==> src/rtl/cca_pkg.sv <==
// What this block does
// - An input word takes one cycle at 8 bits, two at 16, four at 32.
// - Width field 00/01/10/11 selects 8/16/24/32-bit input words.
// - Bit-order control 1 feeds input bits reversed across the selected width.
// - Result and seed keep bit 31 as MSB whatever the bit order.
// - Checksum adds the previous carry when discard is 0, drops it when 1.
// - Seed-load control 1 stores the written word as the new running seed.
// - Mode 000 disables the block; 001 is 8-bit, 010 is 32-bit checksum.
// - Modes 011/100/101 are CRC-16 0x8005, CRC-16 0x1021, CRC-32; 110 reserved.
// - Writing mode 111 clears state and restores the default seed.
// - Busy flag reads 1 while a calculation is in progress.
// - Writing the lowest data byte starts the calculation on the word.
package cca_pkg;
    localparam int CCA_AW = 20;
    // Register indices and their word byte addresses
    localparam logic [15:0] CCA_CFG_IDX = 16'ha078;
    localparam logic [15:0] CCA_DATA0_IDX = 16'ha07c;
    localparam logic [15:0] CCA_DATA1_IDX = 16'ha07d;
    localparam logic [15:0] CCA_DATA2_IDX = 16'ha07e;
    localparam logic [15:0] CCA_DATA3_IDX = 16'ha07f;
    localparam logic [CCA_AW-1:0] CCA_CFG_ADDR = {2'b00, CCA_CFG_IDX, 2'b00};
    localparam logic [CCA_AW-1:0] CCA_DATA0_ADDR = {2'b00, CCA_DATA0_IDX, 2'b00};
    localparam logic [CCA_AW-1:0] CCA_DATA1_ADDR = {2'b00, CCA_DATA1_IDX, 2'b00};
    localparam logic [CCA_AW-1:0] CCA_DATA2_ADDR = {2'b00, CCA_DATA2_IDX, 2'b00};
    localparam logic [CCA_AW-1:0] CCA_DATA3_ADDR = {2'b00, CCA_DATA3_IDX, 2'b00};
    // Configuration field positions
    localparam int CCA_WIDTH_LSB = 6;
    localparam int CCA_REVERSE_BIT = 5;
    localparam int CCA_DISCARD_BIT = 4;
    localparam int CCA_SEED_BIT = 3;
    localparam int CCA_BUSY_BIT = 0;
    localparam logic [7:0] CCA_CFG_RESET = 8'h00;
    localparam logic [31:0] CCA_DATA_RESET = 32'h0000_0000;
    // Mode codes
    localparam logic [2:0] CCA_MODE_OFF = 3'h0;
    localparam logic [2:0] CCA_MODE_CHK8 = 3'h1;
    localparam logic [2:0] CCA_MODE_CHK32 = 3'h2;
    localparam logic [2:0] CCA_MODE_CRC16A = 3'h3;
    localparam logic [2:0] CCA_MODE_CRC16B = 3'h4;
    localparam logic [2:0] CCA_MODE_CRC32 = 3'h5;
    localparam logic [2:0] CCA_MODE_CLEAR = 3'h7;
    // Polynomials without the top term, and default seeds
    localparam logic [31:0] CCA_POLY16A = 32'h0000_8005;
    localparam logic [31:0] CCA_POLY16B = 32'h0000_1021;
    localparam logic [31:0] CCA_POLY32 = 32'h04c1_1db7;
    localparam logic [31:0] CCA_SEED_CRC16 = 32'h0000_ffff;
    localparam logic [31:0] CCA_SEED_CRC32 = 32'hffff_ffff;
    localparam logic [31:0] CCA_SEED_CHK = 32'h0000_0000;
    typedef enum logic [1:0] {
        cca_idle = 2'b01,
        cca_run = 2'b10
    } cca_state_type;
endpackage : cca_pkg

==> src/rtl/cca_accel.sv <==
// The APB interface to the registers was chosen for this implementation.
`timescale 1ns/1ps
module cca_accel (
    input wire logic pclk, // System clock
    input wire logic presetn, // Async reset, active low
    input wire logic psel, // APB select
    input wire logic penable, // APB access phase
    input wire logic pwrite, // APB direction
    input wire logic [cca_pkg::CCA_AW-1:0] paddr, // APB byte address
    input wire logic [31:0] pwdata, // APB write data
    output logic [31:0] prdata, // APB read data
    output logic pready, // APB ready
    output logic pslverr, // APB error
    output logic busy // Calculation in progress
);
    import cca_pkg::*;

    logic [1:0] input_width;
    logic reverse;
    logic discard_carry;
    logic seed_load;
    logic [2:0] calc_mode_select;
    logic [31:8] high_bytes;
    logic [31:0] result;
    logic carry;
    logic [31:0] calc_input_word;
    logic [1:0] step;
    logic [1:0] last_step;
    cca_state_type state;

    // Reverse the low n bits of a word, upper bits zero
    function automatic logic [31:0] rev_bits(input logic [31:0] w, input logic [1:0] wsel);
        logic [31:0] r;
        int n;
        r = '0;
        n = 8 * (int'(wsel) + 1);
        for (int i = 0; i < 32; i++) begin
            if (i < n) begin
                r[i] = w[n - 1 - i];
            end
        end
        return r;
    endfunction : rev_bits

    // Mask a word to the selected width
    function automatic logic [31:0] width_mask(input logic [1:0] wsel);
        logic [31:0] m;
        m = '0;
        for (int i = 0; i < 32; i++) begin
            m[i] = (i < 8 * (int'(wsel) + 1));
        end
        return m;
    endfunction : width_mask

    // Eight CRC steps, bit 0 of the byte first
    function automatic logic [31:0] crc_byte(input logic [31:0] c, input logic [7:0] b,
                                              input logic [31:0] poly, input logic w16);
        logic [31:0] x;
        logic fb;
        x = c;
        fb = 1'b0;
        for (int i = 0; i < 8; i++) begin
            fb = b[i] ^ (w16 ? x[15] : x[31]);
            x = {x[30:0], 1'b0};
            if (fb) begin
                x = x ^ poly;
            end
            if (w16) begin
                x = x & CCA_SEED_CRC16;
            end
        end
        return x;
    endfunction : crc_byte

    // Address decode
    wire is_cfg = (paddr == CCA_CFG_ADDR);
    wire is_d0 = (paddr == CCA_DATA0_ADDR);
    wire is_d1 = (paddr == CCA_DATA1_ADDR);
    wire is_d2 = (paddr == CCA_DATA2_ADDR);
    wire is_d3 = (paddr == CCA_DATA3_ADDR);
    wire is_data = is_d0 | is_d1 | is_d2 | is_d3;
    wire mapped = is_cfg | is_data;

    // Data access and config writes wait while busy; status reads never wait
    wire stall = busy & (is_data | (is_cfg & pwrite));
    assign pready = ~stall;
    wire xfer = psel & penable & pready;
    assign pslverr = xfer & ~mapped;
    wire wr = xfer & pwrite & mapped;
    wire cfg_wr = wr & is_cfg;
    wire d0_wr = wr & is_d0;

    // Mode decode
    wire mode_on = (calc_mode_select >= CCA_MODE_CHK8) & (calc_mode_select <= CCA_MODE_CRC32);
    wire is_crc16 = (calc_mode_select == CCA_MODE_CRC16A) | (calc_mode_select == CCA_MODE_CRC16B);
    wire is_crc = is_crc16 | (calc_mode_select == CCA_MODE_CRC32);
    wire clear_wr = cfg_wr & (pwdata[2:0] == CCA_MODE_CLEAR);
    wire [31:0] clear_seed = is_crc16 ? CCA_SEED_CRC16 :
                             (is_crc ? CCA_SEED_CRC32 : CCA_SEED_CHK);

    // Word assembly: the high bytes held, the low byte from this write
    wire [31:0] accel_data_word = {high_bytes, pwdata[7:0]} & width_mask(input_width);
    wire seed_wr = d0_wr & seed_load & mode_on;
    wire start = d0_wr & ~seed_load & mode_on;
    wire [31:0] next_input = reverse ? rev_bits(accel_data_word, input_width)
                                     : accel_data_word;

    // One byte of the input word per cycle
    wire [7:0] cur_byte = calc_input_word[8 * step +: 8];
    wire cin = carry & ~discard_carry;
    wire [8:0] sum8 = {1'b0, result[7:0]} + {1'b0, cur_byte} + {8'h00, cin};
    wire [31:0] shifted = {24'h00_0000, cur_byte} << (8 * step);
    wire [32:0] sum32 = {1'b0, result} + {1'b0, shifted} + {32'h0000_0000, cin};
    wire [31:0] poly = (calc_mode_select == CCA_MODE_CRC16A) ? CCA_POLY16A :
                       ((calc_mode_select == CCA_MODE_CRC16B) ? CCA_POLY16B : CCA_POLY32);
    wire [31:0] crc_next = crc_byte(result, cur_byte, poly, is_crc16);
    wire [31:0] next_result = is_crc ? crc_next :
                              ((calc_mode_select == CCA_MODE_CHK8) ? {24'h00_0000, sum8[7:0]}
                                                                    : sum32[31:0]);
    wire next_carry = (calc_mode_select == CCA_MODE_CHK8) ? sum8[8] : sum32[32];

    assign busy = (state == cca_run);

    // Configuration register; code 111 clears without changing the mode
    always_ff @(posedge pclk or negedge presetn) begin
        if (!presetn) begin
            input_width <= CCA_CFG_RESET[CCA_WIDTH_LSB +: 2];
            reverse <= CCA_CFG_RESET[CCA_REVERSE_BIT];
            discard_carry <= CCA_CFG_RESET[CCA_DISCARD_BIT];
            seed_load <= CCA_CFG_RESET[CCA_SEED_BIT];
            calc_mode_select <= CCA_CFG_RESET[2:0];
        end else if (cfg_wr) begin
            input_width <= pwdata[CCA_WIDTH_LSB +: 2];
            reverse <= pwdata[CCA_REVERSE_BIT];
            discard_carry <= pwdata[CCA_DISCARD_BIT];
            seed_load <= pwdata[CCA_SEED_BIT];
            if (pwdata[2:0] != CCA_MODE_CLEAR) begin
                calc_mode_select <= pwdata[2:0];
            end
        end
    end

    // High data bytes wait for the low byte write
    always_ff @(posedge pclk or negedge presetn) begin
        if (!presetn) begin
            high_bytes <= CCA_DATA_RESET[31:8];
        end else if (wr) begin
            if (is_d1) high_bytes[15:8] <= pwdata[7:0];
            if (is_d2) high_bytes[23:16] <= pwdata[7:0];
            if (is_d3) high_bytes[31:24] <= pwdata[7:0];
        end
    end

    // Sequencer: idle until the low byte write, then one byte per cycle
    always_ff @(posedge pclk or negedge presetn) begin
        if (!presetn) begin
            state <= cca_idle;
            step <= 2'd0;
            last_step <= 2'd0;
            calc_input_word <= CCA_DATA_RESET;
        end else begin
            unique case (state)
                cca_idle: begin
                    if (start) begin
                        state <= cca_run;
                        step <= 2'd0;
                        last_step <= input_width;
                        calc_input_word <= next_input;
                    end
                end
                cca_run: begin
                    step <= step + 2'd1;
                    if (step == last_step) begin
                        state <= cca_idle;
                    end
                end
                default: state <= cca_idle;
            endcase
        end
    end

    // Running result and carry
    always_ff @(posedge pclk or negedge presetn) begin
        if (!presetn) begin
            result <= CCA_DATA_RESET;
            carry <= 1'b0;
        end else if (clear_wr) begin
            result <= clear_seed;
            carry <= 1'b0;
        end else if (seed_wr) begin
            result <= accel_data_word;
            carry <= 1'b0;
        end else if (busy && mode_on) begin
            result <= next_result;
            carry <= next_carry;
        end
    end

    // Read mux, result keeps its natural bit order
    wire [7:0] cfg_rd = {input_width, reverse, discard_carry, seed_load, 2'b00, busy};
    wire [7:0] data_rd = is_d0 ? result[7:0] : (is_d1 ? result[15:8] :
                         (is_d2 ? result[23:16] : result[31:24]));
    wire [31:0] next_prdata = is_cfg ? {24'h00_0000, cfg_rd} :
                              (is_data ? {24'h00_0000, data_rd} : 32'h0000_0000);

    // Read data captured every selected cycle
    always_ff @(posedge pclk or negedge presetn) begin
        if (!presetn) begin
            prdata <= 32'h0000_0000;
        end else if (psel) begin
            prdata <= next_prdata;
        end
    end
endmodule : cca_accel

==> config.mk <==
export PLATFORM = sky130hd
export DESIGN_NAME = cca_accel
export DESIGN_NICKNAME = d
export VERILOG_FILES = /design/src/rtl/cca_pkg.sv /design/src/rtl/cca_accel.sv
export SDC_FILE = /design/constraint.sdc
export NUM_CORES = 1
export LEC_CHECK = 0
export BUFFER_PORTS_ARGS = -buffer_cell sky130_fd_sc_hd__buf_2
export CAP_MARGIN = 0
export CORE_UTILIZATION = 55
export CTS_BUF_LIST = sky130_fd_sc_hd__clkbuf_4
export CTS_CLUSTER_DIAMETER = 40
export DETAILED_ROUTE_END_ITERATION = 8
export MAX_ROUTING_LAYER = met4
export PLACE_DENSITY = 0.84
export SLEW_MARGIN = 20
export SYNTH_ARGS = -nofsm -noshare
export SYNTH_HDL_FRONTEND = slang
export SYNTH_SLANG_ARGS = --single-unit
==> constraint.sdc <==
create_clock -name pclk -period 5 [get_ports pclk]
set_input_delay 1.25 -clock pclk [delete_from_list [all_inputs] [get_ports pclk]]
set_output_delay 1.25 -clock pclk [all_outputs]
set_load 0.02 [all_outputs]
==> results of run 1 <==
-- routing by layer --
metal  track usage [%]  up-vias  routed length, um
met4              23.2        0               2710
met1              52.5     5283              15800
met2              58.0      711              17400
li1                  -     4870                  -
met5                 -        -                  0
met3              9.53      159               4410
-- cells in the mapped netlist, drive strengths merged (26+ instances only) --
master / instances / area share, %
nor3: 37 / 1.7
a21o: 26 / 1.8
nor2: 124 / 4.2
nand2: 124 / 4.2
dfrtp: 110 / 25
clkbuf: 73 / 2.5
nand3: 39 / 1.8
and2: 34 / 1.9
xnor2: 103 / 8.5
o21ai: 117 / 5.3
mux2: 44 / 4.5
a21oi: 113 / 5.1
xor2: 31 / 2.9
buf: 40 / 2.4
ha: 41 / 4.6
-- through the flow --
stage / setup slack (ns) / util [%] / power [mW] / setup TNS (ns) / cells
2_1_floorplan: 0.505 / - / 0.982 / 0 / 1378
3_3_place_gp: 0.178 / 58.8 / 1.02 / 0 / 1621
3_5_place_dp: -0.00861 / 58.8 / 1.02 / -0.00861 / 1621
4_1_cts: 0.0296 / 59.7 / 1.54 / 0 / 1637
5_1_grt: 0.0154 / 59.8 / 1.58 / 0 / 1637
6_report: 0.174 / 59.8 / 1.54 / 0 / 1637
-- flip-flops by register name (all words and copies together) (netlist names) --
signal,count
result,32
discard_carry,1
high_bytes,24
input_width,2
step,2
seed_load,1
state,2
reverse,1
last_step,2
prdata,8
calc_input_word,32
carry,1
calc_mode_select,3
-- placed cells by master (no fill, tap or decap), types with 8 or more instances in the layout --
master / count
buf_4: 49
mux2i_1: 21
a221oi_1: 8
o21a_1: 12
buf_2: 42
o211ai_1: 9
ha_1: 40
a21oi_1: 112
and2_1: 34
a211oi_1: 22
dfrtp_1: 110
clkbuf_4: 9
mux4_2: 15
a2111oi_0: 10
a21o_1: 25
conb_1: 24
nor3_1: 36
nor4_1: 9
a22oi_1: 18
nand3_1: 39
o21ai_0: 114
nand4_1: 10
nor2b_1: 10
nor2_1: 123
and3_1: 16
xor2_1: 27
xnor2_1: 99
mux2_2: 44
a31oi_1: 11
nand2_1: 124
inv_1: 20
o22ai_1: 9
nand2b_1: 9
-- power breakdown --
group	leakage [nW]	internal, mW	switching [mW]
logic	3.48	0.0264	0.0755
registers	1.42	0.902	0.00184
clock network	0.0928	0.174	0.364
-- how the worst min path moves through the flow --
| stage | from | endpoint | slack (ns) | cells after the start |
|---|---|---|---|---|
| floorplan | calc_input_word[11] | calc_input_word[11] | 0.46 | 1 |
| global placement | calc_input_word[18] | calc_input_word[18] | 0.49 | 2 |
| detailed placement | last_step[0] | last_step[0] | 0.49 | 2 |
| CTS | last_step[0] | last_step[0] | 0.53 | 2 |
| global route | last_step[0] | last_step[0] | 0.55 | 2 |
| finish | last_step[0] | last_step[0] | 0.52 | 2 |
-- layout make-up --
class	instances	share of cell area (%)
Timing Repair Buffer	91	4.93
Clock buffer	9	0.577
Inverter	21	0.673
Tap cell	265	2.83
Clock inverter	7	0.940
Sequential cell	111	23.7
Multi-Input combinational cell	1133	66.3
-- repair_timing --
action | CTS | global route
gates resized for setup | 1 | 6
setup endpoints to repair | 1 | 10
endpoints found under the hold margin | 0 | 0
-- critical path, cell delays in order, from the launching register on --
cell and delay [ns]:
dfrtp_1 0.39, buf_4 0.29, mux4_2 0.70, xnor2_1 0.19
xnor3_1 0.45, mux2i_1 0.17, a31oi_4 0.26, xnor3_2 0.45
xnor2_2 0.18, a21o_4 0.28, xor2_4 0.31, xnor2_4 0.21
nand2_1 0.12, xnor2_1 0.19, a221oi_1 0.09, a2111oi_0 0.42
-- kinds of logic (layout without fill, tap and decap cells) --
kind of cell	Yosys count	after routing	share of synthesized area, %
mux	81	81	9.70
other cells	1	24	0.0339
buf+inv	134	128	5.63
simple gates	450	450	19.7
compound gates	394	394	22.0
flops	111	111	25.1
fa+ha+maj	45	45	5.36
xor+xnor	139	139	12.4
==> metrics.txt, run 1 <==
min cycle time layout 4.83 ns; layout net count 1469; Post-Syn Area roughly 0.011 mm^2; initial antenna violation count 0; Top-Level Pins 92; EDFF count, synth 0; Clk Latency, worst-skew pair between 0.5 and 0.6 ns; die width roughly 140 um; Max IR drop VDD between 0.2 and 0.25 mV; r2r endpoint result[9]; CTS buffer count 9; Pre-antenna DRT Iters 5; Residual DRC 0; fmax just over 0.2 GHz; final setup fails 0; DR WL/cell ~25 um; Post-synth top flop dfrtp_1; Clock transition at path regs approximately 0.20 ns; Critical Path AT 5.22 ns; skew final ~0.030 ns; Design Area, Final approximately 0.012 mm^2; die height between 100 and 150 um; crit path from step[0]; Final Max Tran Viols 0; Worst EP required between 5 and 6 ns; Post-CTS Hold Fix Bufs 0; Starting DRT DRC Count between 1000 and 1500; Area growth, synth to finish 5.88%; vias in the first global route 9955; Slew headroom roughly 35%; pin count of the biggest net entering global routing 42; Mean Syn Cell Area slightly above 8 um^2; synthesis-stage register bit count roughly 110; Post-CTS Setup Inserts 0; Overflow after GRT 0; Critical Path Sink result[9]; Crit Path Class register to register; status complete, no violations; unrepaired setup endpoints after global routing no; DIE AREA 0.0207 mm^2; n_diodes 0; H-tree levels 3; dpl cell area 0.0115 mm^2; total track usage roughly 40%; I/O Buffers 43; startpoint types register; RR Startpoint step[0]; worst slew pin tran a little under 1 ns; Worst Hold Class register to register; Root Buffer clkbuf_4; first-pass GRT wire length 59.4 mm; HPWL Detailed about 30 mm; WL final 40.3 mm; Critical Path End Type register; Distinct cells, synth 78; Async SR Flop Fraction between 90% and 100%; DR vias between 10000 and 15000; fin crit share roughly 97%; FF/Latch Area roughly 0.0028 mm^2; Max Cap Viol 0; row cnt 51; Max FO, Critical Path 22; CTS max path bufs 2; Yosys Warn Count 0; P_leak around 5.0 nW; vias per cell between 6 and 7; Starting Density a little under three fifths; core area 0.0196 mm^2; R2R setup slack 0.17 ns; TritonCTS clock tree yes; Final ANT Viol Nets 0; filler instances roughly 1800; reg2reg path depth 15; gate count of the mapped netlist 1355; CTS sink cnt between 100 and 150; GPL Wtd Cong between 1 and 1.5; layout cells sized above 1 around 15%; multi-input logic area between 0.007 and 0.008 mm^2; sequential area share after synthesis 25.1%; P per Cell Area roughly 130 mW/mm^2; final hold viol count 0; worst hold slack 0.525 ns
Power figures use the tool's default switching activity.
==> run 2, diff against run 1 <==
--- a/config.mk
+++ b/config.mk
@@ -9,7 +9,6 @@
 export CAP_MARGIN = 0
 export CORE_UTILIZATION = 55
 export CTS_BUF_LIST = sky130_fd_sc_hd__clkbuf_4
-export CTS_CLUSTER_DIAMETER = 40
 export DETAILED_ROUTE_END_ITERATION = 8
 export MAX_ROUTING_LAYER = met4
 export PLACE_DENSITY = 0.84
==> constraint.sdc (replaced) <==
create_clock -name pclk -period 5.5 [get_ports pclk]
set_input_delay 1.375 -clock pclk [delete_from_list [all_inputs] [get_ports pclk]]
set_output_delay 1.375 -clock pclk [all_outputs]
set_load 0.02 [all_outputs]
==> run 2 against run 1 <==
Net effect: setup slack gained 0.25 ns; clock power decreased by 13%; design area fell by 0.80%; clock skew fell by 0.0068 ns; non-clock buffer count decreased by 9; wire length is 3.5% lower; global-route usage decreased by 1.2 points; total power fell by 11%; critical endpoint is now result[30].
==> metrics.txt, run 2 (synthesis results as in run 1) <==
Worst EP required ~6 ns; Pint 0.968 mW; TritonCTS clock tree yes; Overall Power about 1.4 mW; Switching Share 29.8%; fin crit share 92.3%; final hold viol count 0; final setup fails 0; unrepaired setup endpoints after global routing no; Worst Hold Class register to register; core area 0.0196 mm^2; Final Max Tran Viols 0; Starting Density 56.5%; Critical Path AT ~5.5 ns; cts repair resizes 0; Max FO, Critical Path 4; die width approximately 140 um; pin count of the biggest net entering global routing just over 80; WL final slightly below 40 mm; Pre-antenna DRT Iters 6; Slew headroom 32.7%; Seq pwr share 59.6%; Critical Path End Type register; Clk Latency, worst-skew pair 0.53 ns; Hold Crit Depth 2; H-tree levels 3; Residual DRC 0; DIE AREA ~0.021 mm^2; P per Cell Area around 120 mW/mm^2; reg2reg path depth 18; row cnt 51; commonest non-fill, non-tap cell in the layout nand2_1; I/O Buffers between 40 and 50; clock share of power between 30% and 40%; total track usage approximately 39%; CTS buffer count 9; Post-CTS Hold Fix Bufs 0; layout net count about 1500; combinational share of power between 6 and 7%; Top-Level Pins 92; CTS sink cnt between 100 and 150; Max Cap Viol 0; Post-CTS Setup Inserts 0; Setup TNS 0 ns; fmax between 0.15 and 0.2 GHz; Clock transition at path regs about 0.22 ns; Crit Path Class register to register; status complete, no violations; Area growth, synth to finish 5.03%; Final ANT Viol Nets 0; initial antenna violation count 1; CTS max path bufs 2; GPL Wtd Cong 1.04; largest registers calc_input_word x32, result x32, high_bytes x24; Max IR drop VDD around 0.20 mV; Overflow after GRT 0; vias in the first global route between 9000 and 10000; DR vias roughly 11000; DR WL/cell 23.9 um; HPWL Detailed 29.6 mm; min cycle time layout ~5 ns; skew final 0.0230 ns; layout cells sized above 1 a little over an eighth; Psw 0.412 mW; vias per cell 6.66; worst slew pin tran between 1 and 1.5 ns; P_leak 4.95 nW; commonest cells after routing, fill and taps aside nand2_1, nor2_1, o21ai_0; die height roughly 140 um; Root Buffer clkbuf_4; Starting DRT DRC Count 1200; first-pass GRT wire length 57.9 mm; startpoint types register
[run 2: cell count changes in the layout (fill, tap and decap cells not counted), moves of 2 or more]
cell / change
nor2_2: +2
buf_4: -10
inv_12: +4
nor2_1: -2
clkinv_8: -3
[run 2: worst paths after layout]
kind	endpoint	start	slack, ns
hold reg to reg	last_step[0]	last_step[0]	0.53
setup reg to reg	result[30]	discard_carry	0.42
min in group asynchronous	high_bytes[15]	presetn	0.83
hold / removal	last_step[0]	last_step[0]	0.53
max in group asynchronous	result[23]	presetn	3.65
setup / recovery	result[30]	discard_carry	0.42
[run 2: area by class of cell]
cell class,count,area (um^2)
diodes,1,2.50
clock buffers,9,67.6
clock inverters,7,93.8
fillers,1794,7970
inverters,21,78.8
multi-input cells,1133,7750
flip-flops and latches,111,2780
well taps,265,332
repair buffers,82,514
[run 2: layer usage]
metal,part of all wire [%],vias to the layer above,routed length [um],GRT usage (%)
li1,-,4857,-,-
met1,38,5168,15000,50.0
met2,44,701,17200,58.5
met3,12,117,4690,10.1
met4,5.2,0,2030,18.6
met5,0,-,0,-
[run 2: per-stage QoR]
stage / setup WS (ns) / util (%) / std cells / hold WS, ns / area, um^2
after floorplan: 1.00 / - / 1378 / 0.455 / 11200
after global placement: 0.647 / 58.4 / 1610 / 0.478 / 11400
after detailed placement: 0.473 / 58.4 / 1610 / 0.484 / 11400
after CTS: 0.388 / 59.2 / 1626 / 0.525 / 11600
after global routing: 0.142 / 59.3 / 1629 / 0.544 / 11600
final: 0.422 / 59.3 / 1629 / 0.528 / 11600
[run 2: power by group through the flow]
stage | clock network (mW) | logic [mW] | registers [mW]
CTS | 0.465 | 0.0908 | 0.822
global placement | 0 | 0.0900 | 0.836
global route | 0.489 | 0.101 | 0.823
finish | 0.466 | 0.0920 | 0.822
floorplan | 0 | 0.0522 | 0.840
detailed placement | 0 | 0.0908 | 0.836
[run 2: critical path: stages, from the launching register on]
cell and delay (ns):
dfrtp_1 0.41, nand2b_1 0.22, fa_1 0.33, inv_1 0.08
fa_1 0.40, a21o_1 0.17, a21oi_1 0.22, o21bai_1 0.11
a2111oi_0 0.56, o21ai_0 0.24, a21oi_1 0.33, o31ai_1 0.22
o31ai_1 0.45, a21boi_0 0.24, o21a_1 0.24, o21a_1 0.22
nor4_1 0.27, a211o_1 0.13, a21boi_0 0.18
